`config.mk`:
```
export PLATFORM = sky130hd
export DESIGN_NAME = fcd_host
export DESIGN_NICKNAME = d
export VERILOG_FILES = /design/src/core/fcd_pkg.sv /design/src/core/fcd_host.sv
export SDC_FILE = /design/constraint.sdc
export NUM_CORES = 1
export LEC_CHECK = 0
export BUFFER_PORTS_ARGS = -buffer_cell sky130_fd_sc_hd__clkbuf_2
export CAP_MARGIN = 10
export CELL_PAD_IN_SITES_DETAIL_PLACEMENT = 2
export CELL_PAD_IN_SITES_GLOBAL_PLACEMENT = 2
export CORE_ASPECT_RATIO = 1.5
export CORE_MARGIN = 2
export CORE_UTILIZATION = 34
export CTS_CLUSTER_SIZE = 12
export DETAILED_ROUTE_END_ITERATION = 12
export GPL_TIMING_DRIVEN = 0
export PLACE_DENSITY = 0.89
export SLEW_MARGIN = 20
export SYNTH_ARGS = -nofsm -noshare
export SYNTH_HDL_FRONTEND = slang
export SYNTH_SLANG_ARGS = --single-unit
```
`constraint.sdc`:
```
create_clock -name core_clk_i -period 3.7 [get_ports core_clk_i]
set_clock_uncertainty 0.2 [all_clocks]
set_input_delay 0.555 -clock core_clk_i [delete_from_list [all_inputs] [get_ports core_clk_i]]
set_output_delay 0.555 -clock core_clk_i [all_outputs]
set_load 0.02 [all_outputs]
```
`src/core/fcd_pkg.sv`:
```
// package for the flash command host controller
`default_nettype none
package fcd_pkg;
   localparam int unsigned ADDR_W       = 18;
   localparam int unsigned DATA_W       = 8;
   localparam int unsigned CLK_PERIOD_NS = 10;
   // pin cycle phase lengths (least times, in ns)
   localparam int unsigned T_SETUP_NS   = 30;
   localparam int unsigned T_PULSE_NS   = 50;
   localparam int unsigned T_HOLD_NS    = 30;
   localparam int unsigned T_SETUP_CYC  = (T_SETUP_NS + CLK_PERIOD_NS - 1) / CLK_PERIOD_NS;
   localparam int unsigned T_PULSE_CYC  = (T_PULSE_NS + CLK_PERIOD_NS - 1) / CLK_PERIOD_NS;
   localparam int unsigned T_HOLD_CYC   = (T_HOLD_NS + CLK_PERIOD_NS - 1) / CLK_PERIOD_NS;
   // sector load window: longest gap, rounds down
   localparam int unsigned T_SLOAD_NS   = 30000;
   localparam int unsigned T_SLOAD_CYC  = T_SLOAD_NS / CLK_PERIOD_NS;
   localparam int unsigned CNT_W        = 12;

   localparam logic [10:0] UNLOCK_ADDR1 = 11'h555;
   localparam logic [10:0] UNLOCK_ADDR2 = 11'h2AA;
   localparam logic [7:0]  UNLOCK_DATA1 = 8'hAA;
   localparam logic [7:0]  UNLOCK_DATA2 = 8'h55;
   localparam logic [7:0]  CMD_RESET    = 8'hF0;
   localparam logic [7:0]  CMD_PROGRAM  = 8'hA0;
   localparam logic [7:0]  CMD_ERASE_SU = 8'h80;
   localparam logic [7:0]  CMD_CHIP_ER  = 8'h10;
   localparam logic [7:0]  CMD_SECT_ER  = 8'h30;
   localparam logic [7:0]  CMD_RESUME   = 8'h30;
   localparam logic [7:0]  CMD_SUSPEND  = 8'hB0;
   localparam logic [7:0]  CMD_ID       = 8'h90;
   localparam logic [7:0]  CMD_PROT_UL  = 8'h20;

   // host register map
   localparam logic [3:0] REG_CTRL   = 4'h0;
   localparam logic [3:0] REG_ADDR   = 4'h1;
   localparam logic [3:0] REG_WDATA  = 4'h2;
   localparam logic [3:0] REG_STATUS = 4'h3;
   localparam logic [3:0] REG_RDATA  = 4'h4;
   localparam logic [3:0] REG_PINS   = 4'h5;
   localparam int unsigned REG_AW    = 4;
   localparam int unsigned REG_DW    = 32;

   // ctrl: [3:0] operation, written value starts it
   localparam int unsigned CTRL_OP_W  = 4;
   // pins reg bits
   localparam int unsigned PIN_HV_ADDR = 0;
   localparam int unsigned PIN_HV_OE   = 1;
   localparam int unsigned PIN_PSEL    = 2;
   // address line that selects protect or unprotect during a pulse
   localparam int unsigned PIN_PSEL_ADDR = 6;

   typedef enum logic [3:0] {
      FCD_OP_NONE, FCD_OP_RESET, FCD_OP_READ, FCD_OP_PROGRAM, FCD_OP_CHIP_ERASE,
      FCD_OP_SECT_ERASE, FCD_OP_SECT_ADD, FCD_OP_SUSPEND, FCD_OP_RESUME,
      FCD_OP_ID_ENTER, FCD_OP_PROT_UNLOCK, FCD_OP_PROT_PULSE, FCD_OP_HV_PULSE
   } fcd_op_e;

   typedef enum logic [2:0] {
      FCD_IDLE, FCD_SETUP, FCD_PULSE, FCD_HOLD, FCD_NEXT
   } fcd_state_e;

   // one flash pin cycle
   typedef struct packed {
      logic              wr;
      logic [ADDR_W-1:0] addr;
      logic [DATA_W-1:0] data;
   } fcd_cyc_s;

   // flash side pins driven by the host
   typedef struct packed {
      logic              ce_n;
      logic              oe_n;
      logic              we_n;
      logic              oe_hv;
      logic              hv_addr;
      logic [ADDR_W-1:0] addr;
      logic [DATA_W-1:0] dq_o;
      logic              dq_oe;
   } fcd_pins_s;
endpackage : fcd_pkg
`default_nettype wire

```
`src/core/fcd_host.sv`:
```
// host controller that issues flash command sequences on the pins
// Behaviour
// - unlock and command addresses carry 555h/2AAh on the low eleven lines
// - program: two unlocks, A0h to 555h, then value at target
// - chip erase: unlocks, 80h, unlocks, 10h to 555h
// - sector erase: same five writes, then 30h at sector address
// - erase suspend is one write of B0h anywhere
// - erase resume is one write of 30h anywhere
// - identifier mode: two unlocks then 90h to 555h
// - protect unlock: five erase writes then 20h to 555h
// - unlock sequence must precede low-voltage protect pulse
// - low-voltage verify read only right after a protect pulse (code instead refuses low-voltage reads with line one low right after a pulse)
// - low-voltage protect: ce low, oe high, we low, detect line high
// - elevated protect: oe and detect line elevated, we low
// - F0h aborts a failed operation and returns to read
// - address taken on falling strobe, data on rising strobe
// - each extra sector write must start within 30us
`default_nettype none
module fcd_host
   import fcd_pkg::*;
(
   input  wire logic              core_clk_i,
   input  wire logic              srst_i,
   input  wire logic [REG_AW-1:0] reg_addr_i,
   input  wire logic [REG_DW-1:0] reg_wdata_i,
   input  wire logic              reg_wr_i,
   input  wire logic              reg_rd_i,
   output logic      [REG_DW-1:0] reg_rdata_o,
   output logic                   flash_ce_n_o,
   output logic                   flash_oe_n_o,
   output logic                   flash_we_n_o,
   output logic                   flash_oe_hv_o,
   output logic                   flash_hv_addr_o,
   output logic      [ADDR_W-1:0] flash_addr_o,
   output logic      [DATA_W-1:0] flash_dq_o,
   output logic                   flash_dq_oe_o,
   input  wire logic [DATA_W-1:0] flash_dq_i
);

   typedef struct packed {
      fcd_state_e        st;
      fcd_op_e           op;
      logic [2:0]        step;
      logic [CNT_W-1:0]  cnt;
      logic [CNT_W-1:0]  gap;
      logic              gap_run;
      logic              busy;
      logic              late;
      logic              prot_unl;
      logic              prot_done;
      logic              refused;
      logic [ADDR_W-1:0] addr;
      logic [DATA_W-1:0] wdata;
      logic [DATA_W-1:0] rdata;
      logic [2:0]        hvcfg;
      logic [DATA_W-1:0] dq_s1;
      logic [DATA_W-1:0] dq_s2;
      fcd_pins_s         pins;
      logic [REG_DW-1:0] rd_out;
   } fcd_host_s;

   fcd_host_s r;
   fcd_host_s next_r;
   fcd_cyc_s  cyc;
   logic [2:0] nsteps;

   ////////////////////////////////////////////////////////////////////
   // sequence table: cycle 'step' of operation 'op'
   always_comb begin
      cyc    = '{wr: 1'b1, addr: '0, data: '0};
      nsteps = 3'd1;
      case (r.op)
         FCD_OP_RESET: begin
            // abort and back to array read
            cyc.data = CMD_RESET;
         end
         FCD_OP_READ: begin
            cyc = '{wr: 1'b0, addr: r.addr, data: '0};
         end
         FCD_OP_SUSPEND: begin
            // single write of B0h, any address
            cyc = '{wr: 1'b1, addr: r.addr, data: CMD_SUSPEND};
         end
         FCD_OP_RESUME: begin
            cyc = '{wr: 1'b1, addr: r.addr, data: CMD_RESUME};
         end
         FCD_OP_SECT_ADD: begin
            // further sector in the load window
            cyc = '{wr: 1'b1, addr: r.addr, data: CMD_SECT_ER};
         end
         FCD_OP_PROT_PULSE,
         FCD_OP_HV_PULSE: begin
            // we pulse with protect select on its line
            cyc = '{wr: 1'b1, addr: r.addr, data: '0};
         end
         default: begin
            // exact unlock prefix on the low eleven lines, upper lines zero
            nsteps = 3'd4;
            if (r.step == 3'd0 || r.step == 3'd3) begin
               cyc.addr = {{(ADDR_W-11){1'b0}}, UNLOCK_ADDR1};
               cyc.data = UNLOCK_DATA1;
            end else if (r.step == 3'd1 || r.step == 3'd4) begin
               cyc.addr = {{(ADDR_W-11){1'b0}}, UNLOCK_ADDR2};
               cyc.data = UNLOCK_DATA2;
            end else begin
               cyc.addr = {{(ADDR_W-11){1'b0}}, UNLOCK_ADDR1};
            end
            case (r.op)
               FCD_OP_PROGRAM: begin
                  // A0h then value at the full target address
                  if (r.step == 3'd2) cyc.data = CMD_PROGRAM;
                  if (r.step == 3'd3) begin
                     cyc.addr = r.addr;
                     cyc.data = r.wdata;
                  end
               end
               FCD_OP_ID_ENTER: begin
                  nsteps = 3'd3;
                  if (r.step == 3'd2) cyc.data = CMD_ID;
               end
               default: begin
                  // six writes sharing the 80h set-up
                  nsteps = 3'd6;
                  if (r.step == 3'd2) cyc.data = CMD_ERASE_SU;
                  if (r.step == 3'd5) begin
                     if (r.op == FCD_OP_CHIP_ERASE) begin
                        cyc.data = CMD_CHIP_ER;
                     end else if (r.op == FCD_OP_PROT_UNLOCK) begin
                        cyc.data = CMD_PROT_UL;
                     end else begin
                        // sector write keeps the full address
                        cyc.addr = r.addr;
                        cyc.data = CMD_SECT_ER;
                     end
                  end
               end
            endcase
         end
      endcase
   end

   ////////////////////////////////////////////////////////////////////
   always_comb begin
      next_r         = r;
      next_r.dq_s1   = flash_dq_i;
      next_r.dq_s2   = r.dq_s1;
      next_r.rd_out  = '0;
      // sector load window timer, runs after each sector write
      if (r.gap_run && r.gap != CNT_W'(T_SLOAD_CYC)) next_r.gap = r.gap + 1'b1;

      // register reads
      if (reg_rd_i) begin
         if (reg_addr_i == REG_ADDR) begin
            next_r.rd_out = REG_DW'(r.addr);
         end else if (reg_addr_i == REG_WDATA) begin
            next_r.rd_out = REG_DW'(r.wdata);
         end else if (reg_addr_i == REG_STATUS) begin
            next_r.rd_out = REG_DW'({r.refused, r.late, r.prot_done, r.prot_unl, r.busy});
         end else if (reg_addr_i == REG_RDATA) begin
            next_r.rd_out = REG_DW'(r.rdata);
         end else if (reg_addr_i == REG_PINS) begin
            next_r.rd_out = REG_DW'(r.hvcfg);
         end else begin
            next_r.rd_out = '0;
         end
      end

      // register writes
      if (reg_wr_i) begin
         if (reg_addr_i == REG_ADDR) begin
            next_r.addr = reg_wdata_i[ADDR_W-1:0];
         end else if (reg_addr_i == REG_WDATA) begin
            next_r.wdata = reg_wdata_i[DATA_W-1:0];
         end else if (reg_addr_i == REG_PINS && !r.busy) begin
            next_r.hvcfg = reg_wdata_i[2:0];
         end else if (reg_addr_i == REG_CTRL) begin
            next_r.refused = 1'b0;
            // one order at a time, busy refuses
            if (r.busy || reg_wdata_i[CTRL_OP_W-1:0] == 4'h0) begin
               next_r.refused = 1'b1;
            end else if (fcd_op_e'(reg_wdata_i[CTRL_OP_W-1:0]) == FCD_OP_SECT_ADD
                         && (!r.gap_run || r.gap == CNT_W'(T_SLOAD_CYC))) begin
               // too late for another sector: refuse, flag late
               next_r.refused = 1'b1;
               next_r.late    = 1'b1;
            end else if (fcd_op_e'(reg_wdata_i[CTRL_OP_W-1:0]) == FCD_OP_PROT_PULSE
                         && !r.prot_unl) begin
               // no low-voltage pulse before the unlock sequence
               next_r.refused = 1'b1;
            end else if (fcd_op_e'(reg_wdata_i[CTRL_OP_W-1:0]) == FCD_OP_READ
                         && r.hvcfg == 3'h0 && r.prot_done && !r.addr[1]) begin
               // verify read after pulse must use line one high
               next_r.refused = 1'b1;
            end else begin
               next_r.op   = fcd_op_e'(reg_wdata_i[CTRL_OP_W-1:0]);
               next_r.busy = 1'b1;
               next_r.step = '0;
               next_r.cnt  = '0;
               next_r.st   = FCD_SETUP;
               next_r.late = 1'b0;
            end
         end
      end

      // pin sequencer: setup, strobe low, hold
      case (r.st)
         FCD_IDLE: begin
            next_r.pins.ce_n  = 1'b1;
            next_r.pins.oe_n  = 1'b1;
            next_r.pins.we_n  = 1'b1;
            next_r.pins.dq_oe = 1'b0;
            next_r.pins.oe_hv = 1'b0;
            next_r.pins.hv_addr = 1'b0;
         end
         FCD_SETUP: begin
            next_r.pins.ce_n    = 1'b0;
            next_r.pins.addr    = cyc.addr;
            next_r.pins.oe_n    = 1'b1;
            next_r.pins.dq_oe   = 1'b0;
            // detect line elevated for pin-level id read
            next_r.pins.hv_addr = r.hvcfg[PIN_HV_ADDR];
            if (r.op == FCD_OP_PROT_PULSE) begin
               // detect line at logic high, select line chooses
               next_r.pins.hv_addr = 1'b1;
               next_r.pins.addr[PIN_PSEL_ADDR] = r.hvcfg[PIN_PSEL];
            end else if (r.op == FCD_OP_HV_PULSE) begin
               // elevated on output drive and detect line
               next_r.pins.oe_hv   = 1'b1;
               next_r.pins.hv_addr = 1'b1;
               next_r.pins.addr[PIN_PSEL_ADDR] = r.hvcfg[PIN_PSEL];
            end
            next_r.cnt = r.cnt + 1'b1;
            // first setup cycle only loads the pins, so one more count
            if (r.cnt == CNT_W'(T_SETUP_CYC)) begin
               next_r.cnt = '0;
               next_r.st  = FCD_PULSE;
               if (cyc.wr) begin
                  // falling strobe after address is stable
                  next_r.pins.we_n  = 1'b0;
                  next_r.pins.dq_o  = cyc.data;
                  next_r.pins.dq_oe = 1'b1;
               end else begin
                  next_r.pins.oe_n = 1'b0;
               end
            end
         end
         FCD_PULSE: begin
            next_r.cnt = r.cnt + 1'b1;
            if (r.cnt == CNT_W'(T_PULSE_CYC - 1)) begin
               next_r.cnt = '0;
               next_r.st  = FCD_HOLD;
               // rising strobe with data still driven
               next_r.pins.we_n = 1'b1;
               if (!cyc.wr) next_r.rdata = r.dq_s2;
               next_r.pins.oe_n = 1'b1;
            end
         end
         FCD_HOLD: begin
            next_r.cnt = r.cnt + 1'b1;
            if (r.cnt == CNT_W'(T_HOLD_CYC - 1)) begin
               next_r.cnt          = '0;
               next_r.pins.dq_oe   = 1'b0;
               next_r.pins.oe_hv   = 1'b0;
               next_r.st           = FCD_NEXT;
            end
         end
         default: begin
            if (r.step == nsteps - 3'd1) begin
               next_r.st   = FCD_IDLE;
               next_r.busy = 1'b0;
               next_r.pins.ce_n = 1'b1;
               // window opens as the sequence ends, after the last hold phase
               next_r.gap_run = (r.op == FCD_OP_SECT_ERASE || r.op == FCD_OP_SECT_ADD);
               next_r.gap     = '0;
               // unlock good for the next order only
               next_r.prot_unl  = (r.op == FCD_OP_PROT_UNLOCK);
               // verify allowed right after a pulse
               next_r.prot_done = (r.op == FCD_OP_PROT_PULSE);
            end else begin
               next_r.step = r.step + 3'd1;
               next_r.st   = FCD_SETUP;
            end
         end
      endcase
   end

   always_ff @(posedge core_clk_i) begin
      if (srst_i) begin
         r <= '0;
         r.st <= FCD_IDLE;
         r.op <= FCD_OP_NONE;
         r.pins.ce_n <= 1'b1;
         r.pins.oe_n <= 1'b1;
         r.pins.we_n <= 1'b1;
      end else begin
         r <= next_r;
      end
   end

   assign reg_rdata_o     = r.rd_out;
   assign flash_ce_n_o    = r.pins.ce_n;
   assign flash_oe_n_o    = r.pins.oe_n;
   assign flash_we_n_o    = r.pins.we_n;
   assign flash_oe_hv_o   = r.pins.oe_hv;
   assign flash_hv_addr_o = r.pins.hv_addr;
   assign flash_addr_o    = r.pins.addr;
   assign flash_dq_o      = r.pins.dq_o;
   assign flash_dq_oe_o   = r.pins.dq_oe;
endmodule : fcd_host
`default_nettype wire

```
After elaboration in Yosys (flattened, before gate mapping):

Cells that the tools add are included.

* memories: 0
* latch bits: 0
* register bits: 157
* input bits: 48
* bits in read-only memories: 0
* bits in writable memories: 0
* logic and storage cells: 219
* output and inout port bits: 64

* $mul: 0
* divide/modulo/power cells: 0
* bitwise operators: 11
* reductions and logical operators: 50
* add/subtract/negate cells: 4
* magnitude comparators: 0
* eq/ne operators: 49
* shift-type cells: 0
* multiplexer cells: 78

Operator list (number)
* 22-bit two-way mux: 9
* 18-bit case mux with 2 select lines: 2
* 18-bit two-way mux: 3
* 26-bit two-way mux: 2
* 12-bit two-way mux: 4
* 8-bit two-way mux: 6
* 12-bit case mux with 3 select lines: 1
* 8-bit case mux with 4 select lines: 1
* 4-bit by 3-bit equality test with 1-bit output, second input constant: 7
* 14-bit two-way mux: 2
* 4-bit by 1-bit inequality test with 1-bit output, second input constant: 7
* 12-bit by 1-bit adder with 12-bit output, second input constant: 2
* 12-bit by 2-bit equality test with 1-bit output, second input constant: 2
* 4-bit equality test, second input constant: 6
* 2-bit two-way mux: 11
* 3-bit two-way mux: 7
* 4-bit by 2-bit equality test with 1-bit output, second input constant: 5
* 19-bit two-way mux: 1
* 9-bit AND reduction: 2
* 1-bit two-way mux: 17
* 2-bit inequality test, second input constant: 8
* 8-bit case mux with 2 select lines: 1
* 12-bit equality test, second input constant: 1
* 12-bit by 3-bit equality test with 1-bit output, second input constant: 1
* other kinds (35): 84

Longest topological paths before layout:

* depth after elaboration: 15
* gate-level depth with buffers: 12
* mapped depth without buffers: 9

Worst setup path after synthesis:

Ideal clock, no wire load.

* kind: reg2reg
* from: register r[151] (netlist bit)
* to: register r[122] (netlist bit)
* stages on the path, launching flop included: 12
* clock period less this slack: 2.869 ns
* library setup time: 0.070 ns
* data required time: 3.430 ns
* path buffers: 3
* arrival time: 2.599 ns
* slack: 0.831 ns
* path through: dfxtp_1 buf_2 clkbuf_1 clkbuf_1 o21ai_0 nand2_1 ha_1 xor2_1 nor3b_1 mux2i_1 or4_1 a21oi_1

* longest elaborated chain between the ends: 6
* elaborated cells on any way between the ends: 17
* classes of those cells: add/sub: 1; eq/ne: 11; mux: 2; reduce/logical: 3

RTL lines
* start: declaration: RTL line fcd_host.sv:62 `fcd_host_s r;`
* start signal: assignment: RTL line fcd_host.sv:296 `r <= next_r;`
* 4-bit equality test, or another cell as far along: RTL line fcd_host.sv:72 `case (r.op)`
* 7-bit OR reduction (no line) / 3-bit case mux with 2 select lines (equally long branches)
* 3-bit two-way mux: RTL line fcd_host.sv:72
* 3-bit by 1-bit subtractor with 3-bit output: RTL line fcd_host.sv:268 `if (r.step == nsteps - 3'd1) begin`
* 3-bit equality test: RTL line fcd_host.sv:268
* 2-bit AND reduction (no line)

Several ways; a longest one is shown, not always the timed one.
A chain may end at the register's enable or synchronous reset.

Final worst setup path:

* from: register r[150] (netlist bit)
* to: register r[133] (netlist bit)

* longest elaborated chain between the ends: 7
* elaborated cells on any way between the ends: 16
* classes of those cells: add/sub: 1; eq/ne: 10; mux: 4; reduce/logical: 1

RTL lines
* 4-bit equality test, or another cell as far along: RTL line fcd_host.sv:72
* 7-bit OR reduction (no line) / 3-bit case mux with 2 select lines (equally long branches)
* 3-bit two-way mux *: RTL line fcd_host.sv:72
* 3-bit by 1-bit subtractor with 3-bit output *: RTL line fcd_host.sv:268
* 3-bit equality test *: RTL line fcd_host.sv:268
* 14-bit two-way mux *: RTL line fcd_host.sv:268
* 14-bit two-way mux *: RTL line fcd_host.sv:206 `case (r.st)`

Every way passes the cells marked *; elsewhere a longest branch is shown, timed or not.

==> impl_metrics.py <==
metrics = {
    "status": {
        "status": "complete, no violations",
    },
    "global_route": {
        "grt_max_degree": 17,
        "grt_pass1_wl_um": 44700,
        "grt_pass1_vias": 7843,
        "antenna_found_initial": 0,
        "grtUsageTotal_pct": 26.7,
        "overflow": 0,
    },
    "cts": {
        "postCtsSetupRepairBufs": 0,
        "cts-root-buf": "clkbuf_16",
        "cts_htree_levels": 4,
        "clkTransAtPathRegs_ns": 0.06,
        "cts_sinks": 143,
        "worstSkewPairLatency_ns": 0.44,
        "clk_path_buf_depth": 2,
        "cts_tree": "done",
        "cts_buffers": 17,
    },
    "power": {
        "p_switching_mw": 0.825,
        "power_frac_seq_pct": 43.0,
        "p_per_area_nw_per_um2": 428,
        "pwr-share-clk_pct": 51.8,
        "p_int_mw": 2.82,
        "vdd_drop_max_v": 0.000262,
        "power_frac_comb_pct": 5.2,
        "cellLeakagePower_nw": 3.33,
        "p_sw_share_pct": 22.6,
    },
    "timing": {
        "worst_slack_ns": 0.279,
        "timing.fmax_ghz": 0.292,
        "min_period_ns": 3.42,
        "worstMarginPinSlew_ns": 0.859,
        "period_share_pct": 92.5,
        "finalSetupViolCount": 0,
        "drv_slew": 0,
        "hold-worst-slack_ns": 0.131,
        "hold_violations": 0,
        "rsz0062_at_grt": "false",
        "slew_headroom_pct": 41.2,
    },
    "yosys": {
        "ys_ff_latch": 143,
        "synth_area_leader_cell": "dfxtp_1",
        "yosysMostFrequentCell": "dfxtp_1",
        "yosys.area.top_type_share_pct": 40.4,
        "ys_seq_area_share_pct": 40.4,
        "async_flop_share_pct": 0,
        "synth_top_cells_by_area": "dfxtp_1 (40%), buf_4 (6.1%), a21oi_1 (5.0%)",
        "synth_edf_count": 0,
        "synth_commonest_cells": "dfxtp_1 (143), nand2_1 (92), a21oi_1 (71), buf_4 (58), nor2_1 (58)",
        "avgSynthCellArea_um2": 8.28,
        "syn_area_um2": 7090,
        "synth_cell_types": 74,
        "syn-instance-count": 856,
        "ys.flop_type": "dfxtp_1",
        "yosys_warnings": 0,
    },
    "floorplanning": {
        "coreArea_um2": 20400,
        "die_x_um": 122,
        "start_util_pct": 34.7,
        "io_pins": 112,
        "die_h_um": 181,
        "fp-row-count": 64,
        "die-area_um2": 22000,
    },
    "critical_path": {
        "max_stage_delay_ns": 0.43,
        "critPathSlowestCell": "dfxtp_1",
        "start_kind": "flip-flop",
        "crit_arrival_ns": 3.55,
        "worstSetupPathType": "reg2reg",
        "worst_setup_path_end_kind": "flip-flop",
        "cp_cell_sequence": "clkbuf_1 -> nor2b_2 -> o21ai_0 -> nand2_1 -> ha_1 -> xor2_1 -> nor3b_1 -> mux2i_2 -> o21ai_2 -> buf_2 -> nor2_1",
        "crit_fanout": 10,
        "required_ns": 3.83,
    },
    "place": {
        "place_congestion": 0.924,
        "hpwlAfterDp_um": 20000,
        "pre_cts_slack_ns": -0.175,
        "dpl.cell_count": 1214,
        "portBuffers": 81,
    },
    "route": {
        "vias_per_cell": 5.65,
        "first_pass_iters": 5,
        "drc": 0,
        "drt_iter0_drc": 327,
        "wl_per_cell_um": 23.0,
        "final_antenna_net_count": 0,
        "drt_wl_total_um": 28600,
        "vias": 7033,
    },
    "finish": {
        "instances_no_fill": 1244,
        "final_nets": 1028,
        "num_antenna_cells": 0,
        "area_growth_pct": 20.2,
        "utilization_pct": 41.7,
        "drive_above_1_share_pct": 19.5,
    },
    "hold_path": {
        "hold_path_class": "in2reg",
    },
    "run": {
        "cap_violations": 0,
    },
}
[power groups by stage]
stage                     Clock, mW  Combinational, mW  Sequential [mW]
after floorplan                   0              0.110             1.60
after global placement            0              0.174             1.60
after detailed placement          0              0.181             1.60
after CTS                      1.91              0.187             1.57
after global routing           1.99              0.203             1.57
final                          1.89              0.190             1.57
[flip-flops by register name, indices dropped and copies added (netlist names)]
signal and flops:
flash_dq_oe_o 1, flash_ce_n_o 1, next_r 8, flash_oe_hv_o 1, flash_oe_n_o 1, flash_addr_o 18, flash_we_n_o 1, flash_hv_addr_o 1
flash_dq_o 8, reg_rdata_o 18, r 85
[final timing paths]
path / start / endpoint / slack, ns / cells past startpoint
worst min register to register: next_r[70] / r[70] / 0.24 / 1
worst min-delay path: flash_dq_i[4] / next_r[68] / 0.13 / 2
worst max-delay path: r[150] / r[133] / 0.28 / 11
worst max register to register: r[150] / r[133] / 0.28 / 11
[cell usage in the layout (no fill, tap or decap), types with 4 or more instances in the layout]
master | Yosys | routed
bufinv_16 | 0 | 5
ha_1 | 11 | 11
a221oi_1 | 4 | 4
dfxtp_1 | 143 | 143
a22o_1 | 20 | 20
xor2_1 | 7 | 7
a21o_1 | 7 | 7
nand2b_1 | 10 | 10
nor3_1 | 15 | 15
nand4b_1 | 4 | 4
nor2_1 | 58 | 58
nand3_1 | 39 | 39
a31oi_1 | 16 | 16
buf_2 | 7 | 7
and3_1 | 11 | 11
and3b_1 | 4 | 4
mux2i_1 | 8 | 7
a211oi_1 | 12 | 12
o2111ai_1 | 4 | 4
xnor2_1 | 9 | 9
nor2b_1 | 27 | 26
nand4_1 | 10 | 10
and2_1 | 16 | 16
a21oi_1 | 71 | 71
clkbuf_2 | 0 | 85
o21ai_0 | 39 | 39
o211ai_1 | 6 | 6
o21bai_1 | 11 | 11
nor3b_1 | 8 | 8
clkbuf_16 | 0 | 17
inv_1 | 23 | 23
nor4_1 | 4 | 4
conb_1 | 1 | 14
a22oi_1 | 8 | 8
buf_4 | 58 | 58
nand2_1 | 92 | 92
clkbuf_1 | 35 | 33
[critical path: cells and delay by family (launching register included)]
family,cells,cell delay (ns)
buf+inv,2,0.70
flops,1,0.43
xor+xnor,1,0.18
mux,1,0.26
fa+ha+maj,1,0.24
simple gates,4,0.81
compound gates,2,0.47
[per-stage QoR]
step / area (µm²) / total power [mW] / setup TNS [ns]
floorplan: 7140 / 1.71 / 0
global placement: 7870 / 1.77 / -1.07
detailed placement: 7870 / 1.78 / -1.61
CTS: 8510 / 3.66 / 0
global route: 8520 / 3.76 / 0
finish: 8520 / 3.65 / 0
[what timing repair did]
item                       in CTS  in global routing
setup endpoints to repair      13                 13
gates resized for setup         2                  9
hold buffers                    0                  0
[kinds of logic (layout without fill, tap and decap cells)]
| family | count (synthesis) | count (layout) | synth area share [%] |
|---|---|---|---|
| AND/OR/NAND/NOR | 314 | 314 | 22.5 |
| AO/OA/AOI/OAI | 236 | 236 | 22.0 |
| flip-flops | 143 | 143 | 40.4 |
| buffers and inverters | 126 | 237 | 9.87 |
| XOR/XNOR | 16 | 16 | 1.98 |
| adder cells (fa/ha/maj) | 11 | 11 | 1.94 |
| multiplexers | 9 | 9 | 1.29 |
| other | 1 | 14 | 0.0529 |
[per-layer routing]
metal	GRT usage [%]	routed length, µm	vias to the layer above	share of wire, %
li1	-	-	3204	-
met1	27.2	10400	3536	36
met2	49.7	15500	200	54
met3	4.29	1070	93	3.7
met4	16.1	1650	0	5.8
met5	0	0	-	0
[layout make-up]
cell class                      count  area (µm²)
Inverter                           23        86.3
Fill cell                        2320       11900
Multi-Input combinational cell    600        3580
Buffer                            103         618
Tap cell                          264         330
Timing Repair Buffer               81         405
Clock inverter                     10         188
Clock buffer                       20         447
Sequential cell                   143        2860
(Power assumes the default switching activity.)
